**config.mk**
```make
export PLATFORM = sky130hd
export DESIGN_NAME = fault_supervisor
export DESIGN_NICKNAME = d
export VERILOG_FILES = /design/src/rtl/fault_supervisor_pkg.sv /design/src/rtl/level_sync.sv /design/src/rtl/inhibit_timer.sv /design/src/rtl/fault_supervisor.sv
export SDC_FILE = /design/constraint.sdc
export NUM_CORES = 1
export LEC_CHECK = 0
export ABC_AREA = 0
export CORE_MARGIN = 4
export CORE_UTILIZATION = 66
export CTS_BUF_LIST = sky130_fd_sc_hd__clkbuf_16
export DETAILED_ROUTE_END_ITERATION = 10
export DONT_BUFFER_PORTS = 1
export GPL_ROUTABILITY_DRIVEN = 0
export PLACE_DENSITY = 0.83
export SKIP_CTS_REPAIR_TIMING = 1
export SLEW_MARGIN = 10
export SYNTH_ARGS = -nofsm -noshare
export SYNTH_HDL_FRONTEND = slang
export SYNTH_SLANG_ARGS = --single-unit
export TNS_END_PERCENT = 20
```
**constraint.sdc**
```tcl
create_clock -name clk -period 5.7 [get_ports clk]
set_clock_uncertainty 0.1 [all_clocks]
set_input_delay 1.14 -clock clk [delete_from_list [all_inputs] [get_ports clk]]
set_output_delay 1.14 -clock clk [all_outputs]
set_load 0.02 [all_outputs]
```
**src/rtl/fault_supervisor_pkg.sv**
```systemverilog
// package for the output stage and supply fault supervisor
// assumes a 100 MHz core clock; used by the supervisor top level and its checker, not by the synchroniser or timer
package fault_supervisor_pkg;

  // core clock and inhibit time after commutation
  localparam int CLK_PERIOD_PS = 10000;
  localparam int INHIBIT_TIME_NS = 2000;
  localparam int INHIBIT_CYCLES = (INHIBIT_TIME_NS * 1000 + CLK_PERIOD_PS - 1) / CLK_PERIOD_PS;
  localparam int INHIBIT_CNT_W = 16;

  // synchroniser depth
  localparam int SYNC_STAGES = 2;

  // comparator bundle bit positions
  localparam int CMP_PRI_UNDER_LOW = 0;
  localparam int CMP_PRI_ABOVE_HIGH = 1;
  localparam int CMP_POS_UNDER = 2;
  localparam int CMP_POS_OVER = 3;
  localparam int CMP_NEG_UNDER = 4;
  localparam int CMP_NEG_OVER = 5;
  localparam int CMP_POS_RESET = 6;
  localparam int CMP_TURN_ON_OK = 7;
  localparam int CMP_TURN_OFF_OK = 8;
  localparam int CMP_W = 9;

  // reset values of the sticky flags and of the primary and secondary fault pins
  localparam logic FLAG_RESET = 1'b0;
  localparam logic PIN_N_RESET = 1'b1;

  // supply comparator levels after synchronisation
  typedef struct packed {
    logic pri_under_low;   // primary below low undervoltage threshold
    logic pri_above_high;  // primary above high undervoltage threshold
    logic pos_under;       // secondary positive undervoltage detected
    logic pos_over;        // secondary positive overvoltage detected
    logic neg_under;       // secondary negative undervoltage detected
    logic neg_over;        // secondary negative overvoltage detected
    logic pos_reset;       // secondary positive below reset threshold
  } supply_cmp_t;

  // sticky error flags
  typedef struct packed {
    logic stage_error_flag;
    logic primary_reset_error_flag;
    logic pos_supply_under_error;
    logic pos_supply_over_error;
    logic neg_supply_under_error;
    logic neg_supply_over_error;
  } error_flags_t;

  // live monitor state
  typedef struct packed {
    logic pos_under_live;
    logic pos_over_live;
    logic neg_under_live;
    logic neg_over_live;
  } live_status_t;

  // primary supply supervision states
  typedef enum logic [0:0] {
    PRI_OK = 1'b0,
    PRI_LOW = 1'b1
  } pri_state_t;

endpackage

```
**src/rtl/level_sync.sv**
```systemverilog
// two flop synchroniser for a bundle of asynchronous levels
// assumes inputs are slow comparator levels, not multi-bit words
`timescale 1ns/10ps
`default_nettype none
module level_sync #(
  parameter int WIDTH = 1,
  parameter logic [WIDTH-1:0] RESET_VALUE = '0
) (
  // clock and reset
  input wire logic clk,
  input wire logic nrst,
  // levels
  input wire logic [WIDTH-1:0] async_in,
  output logic [WIDTH-1:0] sync_out
);

  logic [WIDTH-1:0] stage1;

  // first stage only feeds the second
  always_ff @(posedge clk or negedge nrst) begin
    if (!nrst) begin
      stage1 <= RESET_VALUE;
      sync_out <= RESET_VALUE;
    end else begin
      stage1 <= async_in;
      sync_out <= stage1;
    end
  end

endmodule
`default_nettype wire

```
**src/rtl/inhibit_timer.sv**
```systemverilog
// down counter that holds a busy level after each start pulse
// assumes start is a one-cycle pulse in the clk domain
`timescale 1ns/10ps
`default_nettype none
module inhibit_timer #(
  parameter int CNT_W = 16,
  parameter logic [CNT_W-1:0] CYCLES = 16'd200
) (
  // clock and reset
  input wire logic clk,
  input wire logic nrst,
  // control
  input wire logic start,
  output logic busy
);

  logic [CNT_W-1:0] count;
  logic [CNT_W-1:0] next_count;

  // reload on start, else count down to zero
  assign next_count = start ? CYCLES : ((count != '0) ? count - 1'b1 : count);
  assign busy = (count != '0);

  // start blanked: the synchronisers leave reset with levels that need not match the command
  always_ff @(posedge clk or negedge nrst) begin
    if (!nrst) begin
      count <= CYCLES;
    end else begin
      count <= next_count;
    end
  end

endmodule
`default_nettype wire

```
**src/rtl/fault_supervisor.sv**
```systemverilog
// output stage monitor and supply supervisor of a gate driver
// assumes comparator and pin inputs are asynchronous; control bits come from clk-domain logic
`timescale 1ns/10ps
`default_nettype none

module fault_supervisor #(
  parameter logic [15:0] INHIBIT_CYCLES = 16'(fault_supervisor_pkg::INHIBIT_CYCLES)
) (
  // clock and reset
  input wire logic clk,
  input wire logic nrst,
  // drive command and switching events from the sequencer
  input wire logic drive_cmd_on,
  input wire logic turn_on_start,
  input wire logic hard_turn_off,
  // sensed drive outputs (asynchronous pins)
  input wire logic turn_on_drive,
  input wire logic turn_off_drive,
  // output disable pin (asynchronous)
  input wire logic output_disable_pin,
  // operating mode
  input wire logic boost_mode_a,
  input wire logic boost_mode_b,
  // configuration and commands
  input wire logic stage_monitor_disable,
  input wire logic neg_over_action_enable,
  input wire logic clear_status_cmd,
  input wire logic clear_tristate_cmd,
  input wire logic clear_errors_cmd,
  // supply comparators (asynchronous)
  input wire logic cmp_pri_under_low,
  input wire logic cmp_pri_above_high,
  input wire logic cmp_pos_under,
  input wire logic cmp_pos_over,
  input wire logic cmp_neg_under,
  input wire logic cmp_neg_over,
  input wire logic cmp_pos_reset,
  // stage outputs
  output logic output_stage_tristate,
  output logic tristate_status,
  output logic stage_fault_ctrl,
  // fault pins
  output logic primary_fault_pin_n,
  output logic secondary_fault_pin_n,
  output logic reset_ready_pin_n,
  // emergency turn-off request and secondary reset
  output logic emergency_turn_off,
  output logic secondary_reset_n,
  // status
  output fault_supervisor_pkg::error_flags_t error_flags,
  output fault_supervisor_pkg::live_status_t live_status
);

  // raw and synchronised comparator / pin levels
  logic [8:0] raw_levels;
  logic [8:0] sync_levels;
  logic sync_osd;
  logic osd_prev;
  fault_supervisor_pkg::supply_cmp_t cmp;
  fault_supervisor_pkg::pri_state_t pri_state;
  fault_supervisor_pkg::pri_state_t next_pri_state;

  // a level that is about to be set while it is still clear
  function automatic logic fresh_set(input logic next_level, input logic level);
    fresh_set = next_level & ~level;
  endfunction

  // synchronise every comparator and the sensed drive levels
  assign raw_levels = {turn_off_drive, turn_on_drive, cmp_pos_reset, cmp_neg_over, cmp_neg_under,
                       cmp_pos_over, cmp_pos_under, cmp_pri_above_high, cmp_pri_under_low};

  level_sync #(
    .WIDTH(fault_supervisor_pkg::CMP_W),
    .RESET_VALUE(9'h000)
  ) u_cmp_sync (
    .clk(clk),
    .nrst(nrst),
    .async_in(raw_levels),
    .sync_out(sync_levels)
  );

  level_sync #(
    .WIDTH(1),
    .RESET_VALUE(1'b0)
  ) u_osd_sync (
    .clk(clk),
    .nrst(nrst),
    .async_in(output_disable_pin),
    .sync_out(sync_osd)
  );

  // unpack the synchronised comparators
  assign cmp.pri_under_low = sync_levels[fault_supervisor_pkg::CMP_PRI_UNDER_LOW];
  assign cmp.pri_above_high = sync_levels[fault_supervisor_pkg::CMP_PRI_ABOVE_HIGH];
  assign cmp.pos_under = sync_levels[fault_supervisor_pkg::CMP_POS_UNDER];
  assign cmp.pos_over = sync_levels[fault_supervisor_pkg::CMP_POS_OVER];
  assign cmp.neg_under = sync_levels[fault_supervisor_pkg::CMP_NEG_UNDER];
  assign cmp.neg_over = sync_levels[fault_supervisor_pkg::CMP_NEG_OVER];
  assign cmp.pos_reset = sync_levels[fault_supervisor_pkg::CMP_POS_RESET];

  // sensed drive levels after synchronisation
  wire on_level = sync_levels[fault_supervisor_pkg::CMP_TURN_ON_OK];
  wire off_level = sync_levels[fault_supervisor_pkg::CMP_TURN_OFF_OK];

  // secondary logic reset while positive supply is below reset level
  wire sec_hold = cmp.pos_reset;
  assign secondary_reset_n = ~sec_hold;

  // output stage monitor: blanking state and its restart strobe
  wire inhibit_busy;
  wire monitor_start;

  // blanking restarts on turn-on, hard turn-off and on tristate release
  logic hz_release;
  assign monitor_start = turn_on_start | hard_turn_off | hz_release;

  inhibit_timer #(
    .CNT_W(fault_supervisor_pkg::INHIBIT_CNT_W),
    .CYCLES(INHIBIT_CYCLES)
  ) u_inhibit (
    .clk(clk),
    .nrst(nrst),
    .start(monitor_start),
    .busy(inhibit_busy)
  );

  // stage is tristated by status or by the disable pin
  wire stage_hz = tristate_status | sync_osd;
  // monitoring gate: off when disabled, inhibited or already tristated
  wire monitor_active = ~stage_monitor_disable & ~inhibit_busy & ~stage_hz;
  // turn-on output not watched in boost modes
  wire watch_on = ~(boost_mode_a | boost_mode_b);
  // expected levels follow the drive command
  wire on_mismatch = watch_on & (on_level != drive_cmd_on);
  wire off_mismatch = (off_level != ~drive_cmd_on);
  wire stage_mismatch = monitor_active & (on_mismatch | off_mismatch);

  // output disable falling edge clears the stage fault
  wire osd_fall = osd_prev & ~sync_osd;
  // set of tristate status wins over a same-cycle clear
  wire next_tristate = stage_mismatch | (tristate_status & ~clear_tristate_cmd);
  wire hz_rise = fresh_set(next_tristate, tristate_status);
  // release reloads the blanking at the same edge, so no unblanked cycle follows it
  assign hz_release = tristate_status & ~next_tristate;
  // stage fault set wins over clear
  wire next_stage_fault = hz_rise | (stage_fault_ctrl & ~(clear_status_cmd | osd_fall));

  // output stage leaves tristate only once status is clear
  assign output_stage_tristate = stage_hz;

  // tristate status, stage fault and disable pin history
  always_ff @(posedge clk or negedge nrst) begin
    if (!nrst) begin
      tristate_status <= fault_supervisor_pkg::FLAG_RESET;
      stage_fault_ctrl <= fault_supervisor_pkg::FLAG_RESET;
      osd_prev <= 1'b0;
    end else begin
      tristate_status <= next_tristate;
      stage_fault_ctrl <= next_stage_fault;
      osd_prev <= sync_osd;
    end
  end

  // primary supply state
  // low until the high threshold is crossed again
  always_comb begin
    next_pri_state = pri_state;
    case (pri_state)
      fault_supervisor_pkg::PRI_OK: begin
        if (cmp.pri_under_low) begin
          next_pri_state = fault_supervisor_pkg::PRI_LOW;
        end
      end
      fault_supervisor_pkg::PRI_LOW: begin
        if (cmp.pri_above_high && !cmp.pri_under_low) begin
          next_pri_state = fault_supervisor_pkg::PRI_OK;
        end
      end
      default: next_pri_state = fault_supervisor_pkg::PRI_OK;
    endcase
  end

  // one-cycle strobe when the primary supply has recovered
  wire pri_recover = (pri_state == fault_supervisor_pkg::PRI_LOW) &&
                     (next_pri_state == fault_supervisor_pkg::PRI_OK);

  // secondary supply monitors: live conditions
  logic pos_under_cond;
  logic pos_over_cond;
  logic neg_under_cond;
  logic neg_over_cond;

  // comparator levels carry the hysteresis; conditions track them, forced clear in secondary reset
  wire next_pos_under = cmp.pos_under & ~sec_hold;
  wire next_pos_over = cmp.pos_over & ~sec_hold;
  wire next_neg_under = cmp.neg_under & ~sec_hold;
  wire next_neg_over = cmp.neg_over & ~sec_hold;

  // negative overvoltage acts only when enabled
  wire neg_over_acts = neg_over_cond & neg_over_action_enable;
  wire sec_fault = pos_under_cond | pos_over_cond | neg_under_cond | neg_over_acts;

  // live detection state
  assign live_status.pos_under_live = pos_under_cond;
  assign live_status.pos_over_live = pos_over_cond;
  assign live_status.neg_under_live = neg_under_cond;
  assign live_status.neg_over_live = neg_over_cond;

  // sticky flags: any new detection wins over software clear
  fault_supervisor_pkg::error_flags_t next_flags;
  fault_supervisor_pkg::error_flags_t set_flags;
  assign set_flags.stage_error_flag = hz_rise;
  assign set_flags.primary_reset_error_flag = pri_recover;
  assign set_flags.pos_supply_under_error = fresh_set(next_pos_under, pos_under_cond);
  assign set_flags.pos_supply_over_error = fresh_set(next_pos_over, pos_over_cond);
  assign set_flags.neg_supply_under_error = fresh_set(next_neg_under, neg_under_cond);
  assign set_flags.neg_supply_over_error = fresh_set(next_neg_over, neg_over_cond);
  assign next_flags = set_flags | (clear_errors_cmd ? '0 : error_flags);

  // primary state and live secondary conditions
  always_ff @(posedge clk or negedge nrst) begin
    if (!nrst) begin
      pri_state <= fault_supervisor_pkg::PRI_OK;
      pos_under_cond <= 1'b0;
      pos_over_cond <= 1'b0;
      neg_under_cond <= 1'b0;
      neg_over_cond <= 1'b0;
    end else begin
      pri_state <= next_pri_state;
      pos_under_cond <= next_pos_under;
      pos_over_cond <= next_pos_over;
      neg_under_cond <= next_neg_under;
      neg_over_cond <= next_neg_over;
    end
  end

  // sticky error flags; only the clear command or reset drops them
  always_ff @(posedge clk or negedge nrst) begin
    if (!nrst) begin
      error_flags <= '0;
    end else begin
      error_flags <= next_flags;
    end
  end

  // pins and turn-off request
  wire pri_low = (pri_state == fault_supervisor_pkg::PRI_LOW);
  wire next_primary_fault_n = ~(stage_fault_ctrl | hz_rise);
  wire next_secondary_fault_n = ~sec_fault;
  wire next_reset_ready_n = ~(pri_low | cmp.pri_under_low);
  // turn-off request starts at the same edge as reset/ready falls, not one later
  wire next_emergency = pri_low | cmp.pri_under_low | sec_fault;

  // fault pins; reset/ready stays low through reset
  always_ff @(posedge clk or negedge nrst) begin
    if (!nrst) begin
      primary_fault_pin_n <= fault_supervisor_pkg::PIN_N_RESET;
      secondary_fault_pin_n <= fault_supervisor_pkg::PIN_N_RESET;
      reset_ready_pin_n <= 1'b0;
    end else begin
      primary_fault_pin_n <= next_primary_fault_n;
      secondary_fault_pin_n <= next_secondary_fault_n;
      reset_ready_pin_n <= next_reset_ready_n;
    end
  end

  // turn-off request to the sequencer
  always_ff @(posedge clk or negedge nrst) begin
    if (!nrst) begin
      emergency_turn_off <= 1'b0;
    end else begin
      emergency_turn_off <= next_emergency;
    end
  end

endmodule
`default_nettype wire

```
# After elaboration in Yosys (flattened, before gate mapping)
# Index checks and enable logic that the tools add are counted.
totals:
  input_bits: 22
  reg_bits: 54
  mem_bits_ro: 0
  out_inout_bits: 18
  ramBits: 0
  latch_bits: 0
  n_memories: 0
op_classes:
  bitwise_logic: 53
  eq_ne: 2
  mux: 6
  magnitude_cmp: 0
  add_sub_neg: 1
  shift: 0
  mul: 0
  n_reduce_logical: 5
  div: 0
ops:
  columns: ["op", "count"]
  rows:
  - ["16-bit 2-to-1 mux", 2]
  - ["1-bit NOT", 20]
  - ["1-bit bitwise AND", 18]
  - ["16-bit nonzero test", 1]
  - ["16-bit by 1-bit subtractor with 16-bit output, second input constant", 1]
  - ["1-bit OR", 14]
  - ["6-bit 2-to-1 mux", 1]
  - ["6-bit OR", 1]
  - ["1-bit logical AND", 2]
  - ["1-bit 2-to-1 mux", 2]
  - ["1-bit inequality test", 2]
  - ["1-bit case mux with 2 select lines", 1]
  - ["2-bit nonzero test", 1]
  - ["1-bit logical NOT", 1]

# Depth between registers and ports, before layout
depth:
  depth_word: 10
  mapped_depth: 8
  depth_no_buf: 6

# Modules after synthesis
# Synthesis repeated with hierarchy kept, for this count alone.
hier_totals:
  hier_cells: 174
  hier_area_um2: 2182.1
modules_own_cells:
  columns: ["mod", "cells_each", "area_per_inst_um2", "seq_area_each_um2", "instances"]
  rows:
  - ["inhibit_timer", 96, 970.9, 404.1, 1]
  - ["fault_supervisor", 58, 710.7, 452.9, 1]
  - ["level_sync at u_cmp_sync", 18, 450.4, 450.4, 1]
  - ["level_sync at u_osd_sync", 2, 50.0, 50.0, 1]

# Least setup slack after synthesis
# No wires, ideal clock.
synth_timing:
  path_type: "register to output"
  start: "reg tristate_status"
  end: "out output_stage_tristate"
  arrival_ps: 845
  slack_ps: 3615
  stages_incl_launch_ff: 2
  required_ps: 4460
  path_buffers: 0
  cell_sequence: "dfrtp_1 -> or2_2"
synth_between:
  elab_chain_cells: 1
synth_lines:
  columns: ["element", "line_no", "text"]
  rows:
  - ["from (decl)", "fault_supervisor.sv:40", "output logic tristate_status,"]
  - ["from (signal assigned)", "fault_supervisor.sv:154", "tristate_status <= fault_supervisor_pkg::FLAG_RESET;"]
  - ["from (signal assigned)", "fault_supervisor.sv:158", "tristate_status <= next_tristate;"]
  - ["1-bit OR", "fault_supervisor.sv:128", "wire stage_hz = tristate_status | sync_osd;"]
  - ["to (decl)", "fault_supervisor.sv:39", "output logic output_stage_tristate,"]
# Every way passes these cells.

# Final worst setup path
layout_timing:
  start: "reg u_inhibit.count[0]"
  end: "reg tristate_status"
layout_between:
  elab_chain_cells: 6
layout_lines:
  columns: ["element", "line_no", "text"]
  rows:
  - ["from (decl)", "inhibit_timer.sv:17", "logic [CNT_W-1:0] count;"]
  - ["from (signal assigned)", "inhibit_timer.sv:29", "count <= next_count;"]
  - ["16-bit nonzero test", "inhibit_timer.sv:22", "assign busy = (count != '0);"]
  - ["1-bit NOT", "fault_supervisor.sv:130", "wire monitor_active = ~stage_monitor_disable & ~inhibit_busy & ~stage_hz;"]
  - ["1-bit bitwise AND (2 in a row)", "fault_supervisor.sv:130", null]
  - ["1-bit bitwise AND", "fault_supervisor.sv:136", "wire stage_mismatch = monitor_active & (on_mismatch | off_mismatch);"]
  - ["1-bit OR", "fault_supervisor.sv:141", "wire next_tristate = stage_mismatch | (tristate_status & ~clear_tristate_cmd);"]
  - ["net next_tristate", "fault_supervisor.sv:141", null]
# The timed path passes the listed nets, and every way through them passes these cells.
# A chain may end at the register's enable or synchronous reset.

==> impl_metrics.yaml <==
outcome:
  status: "finished, final reports clean"
worst_setup_path:
  crit_required_ps: 5810
  crit_arrival_ps: 2570
  startpoint_type: "register"
  path_cells: "inv_1 > ha_1 > or4b_4 > and4bb_1 > nand3_1 > o21ai_0"
  cp_max_fo: 22
  crit_type: "reg -> reg"
  critPathMaxStageDelay_ps: 760
  cpMaxStageDelayCell: "and4bb_1"
  cp-end-kind: "register"
routing:
  wirelength_mm: 3.80
  initialDrtViolationCount: 69
  drcViolationCount: 0
  vias_per_cell: 6.10
  dr.pass1.iters: 4
  vias: 1342
  drtAntennaViolNets: 0
  avgRoutedWirePerCell_um: 17.3
final_layout:
  num_antenna_cells: 0
  area_delta_synth_final_pct: 6.24
  finalInstanceArea_mm2: 0.00226
  num-fill-cells: 205
  drive_gt1_share_pct: 9.66
  fin_nets: 199
grt:
  grt_pass1_vias: 1332
  grt_remaining_overflow: 0
  grt_pass1_wl_mm: 6.40
  antenna_found_initial: 0
  grt_start_max_net_pins: 55
  track_usage_pct: 20.8
pwr:
  p_leak_nw: 0.968
  peakVddDrop_uv: 262
  p_per_area_mw_per_mm2: 328
timing:
  fmax_mhz: 406
  min_period_ps: 2460
  setup_viol: 0
  rsz0062_at_grt: "no"
  worstMarginPinSlew_ps: 830
  relSlewSlack_pct: 43.2
  hold_viol: 0
  tns_ps: 0
  hold_slack_ps: 253
  min_period_over_period_pct: 43.2
  drv_slew: 0
floorplanning:
  die_x_um: 64.8
  fp-row-count: 20
  start_util_pct: 69.1
  dieArea_mm2: 0.00419
  ios: 40
  die_h_um: 64.8
  core_area_mm2: 0.00308
synthesis:
  postSynthAreaPerCell_um2: 12.1
  yosysWarnings: 0
  synth_cell_types: 42
  synth_nets: 200
  synth-seq-area-share_pct: 63.9
  synth_commonest_cells: "49 x dfrtp_1, 12 x inv_1, 9 x nand2_1"
  postSynth.asyncResetShare_pct: 100
  synth_edf_count: 0
  yosysMostFrequentCell: "dfrtp_1"
  yosysTopAreaCellShare_pct: 57.7
  ys_ff_latch: 54
  ys.flop_type: "dfrtp_1"
  yosys.area.top_type: "dfrtp_1"
  synth_area_leaders: "dfrtp_1 58%, dfstp_2 6.2%, o31ai_1 2.5%"
  syn_inst: 176
  mappedNetlistArea_mm2: 0.00213
place:
  hpwl_mm: 2.58
  placed_area_mm2: 0.00212
  numPortBuffers: 0
clock_tree:
  clkLatencyLatePin_ps: 290
  clock-sinks: 54
  clkTransAtPathRegs_ps: 60
  clockBufferDepth: 2
  cts_tree: "built"
  cts_buffers: 5
  cts.htree.levels: 2
  cts_root_buffer: "clkbuf_16"
flow_run:
  cap_violations: 0
hold_path:
  min_path_type: "reg -> reg"
[worst max-delay path, delay by kind of cell (launching register included)]
kind / cells / cell delay (ps)
compound gates: 1 / 150
fa+ha+maj: 1 / 150
buf+inv: 1 / 120
simple gates: 3 / 1480
flops: 1 / 390
[routing by layer]
layer / part of all wire [%] / track usage [%]
met3: 6.8 / 7.80
met4: 1.8 / 8.18
met2: 49 / 32.3
met5: 0 / 0
met1: 42 / 26.6
[registers in the layout (all words and copies together), names as in the netlist]
signal / flops
emergency_turn_off: 1
error_flags: 6
neg_over_cond: 1
neg_under_cond: 1
osd_prev: 1
pos_over_cond: 1
pos_under_cond: 1
pri_low: 1
primary_fault_pin_n: 1
reset_ready_pin_n: 1
secondary_fault_pin_n: 1
stage_fault_ctrl: 1
tristate_status: 1
u_cmp_sync.stage1: 9
u_cmp_sync.sync_out: 9
u_inhibit.count: 16
u_osd_sync.stage1: 1
u_osd_sync.sync_out: 1
[through the flow]
stage / setup WS, ps / total power [mW] / std cells / util, %
floorplan: 3620 / 0.451 / 176 / -
global route: 3030 / 0.772 / 220 / 73.4
CTS: 3240 / 0.749 / 220 / 73.4
finish: 3240 / 0.741 / 220 / 73.4
global placement: 3390 / 0.455 / 212 / 68.8
detailed placement: 3240 / 0.458 / 212 / 68.8
[placed cells by master, fill, tap and decap left out, drive strengths merged, types with 2 or more instances in the layout]
cell type  synthesis  layout
nand3b             2       2
dfrtp             49      49
o31ai              7       7
nand2              9       9
ha                 2       2
nor2b              4       4
nand2b             4       4
a21oi              9       9
nor3               5       5
a211oi             2       2
nor4               3       3
o21ai              5       5
or3                7       7
nand3              6       6
dfstp              5       5
clkbuf             2       5
a22o               4       4
xor2               3       3
nor2               9       9
nand4              3       3
or4                5       5
inv               12      14
[cell type report]
cell class,instances,area (µm²),share of cell area [%]
Multi-Input combinational cell,102,659,29.2
Tap cell,44,55.1,2.44
Clock buffer,5,125,5.54
Clock inverter,3,16.3,0.720
Inverter,12,45.0,1.99
Sequential cell,54,1360,60.1
[power breakdown]
part	internal, mW	switching [mW]	total, mW
clock network	0.161	0.129	0.290
logic	0.0136	0.0183	0.0318
registers	0.401	0.0186	0.420
total	0.576	0.166	0.741
[cell families after synthesis]
logic type / Yosys count / share of synthesized area [%]
buffers and inverters: 20 / 5.12
and+or+nand+nor: 62 / 17.0
DFF: 54 / 63.9
xor gates and xnor gates: 4 / 1.65
adders and majority gates: 2 / 1.18
AOI/OAI and AO/OA: 33 / 10.8
muxes: 1 / 0.471
[path summary, 6_finish.rpt]
| kind | startpoint | endpoint | slack [ps] | cells past startpoint |
|---|---|---|---|---|
| worst max-delay path | u_inhibit.count[0] | tristate_status | 3240 | 6 |
| worst min-delay path | u_osd_sync.stage1 | u_osd_sync.sync_out | 250 | 0 |
| worst max register to register | u_inhibit.count[0] | tristate_status | 3240 | 6 |
| worst min register to register | u_osd_sync.stage1 | u_osd_sync.sync_out | 250 | 0 |
| max in group asynchronous | nrst | u_inhibit.count[3] | 4870 | 0 |
| min in group asynchronous | nrst | reset_ready_pin_n | 440 | 0 |
No activity file was read; power rests on OpenSTA's default activity.
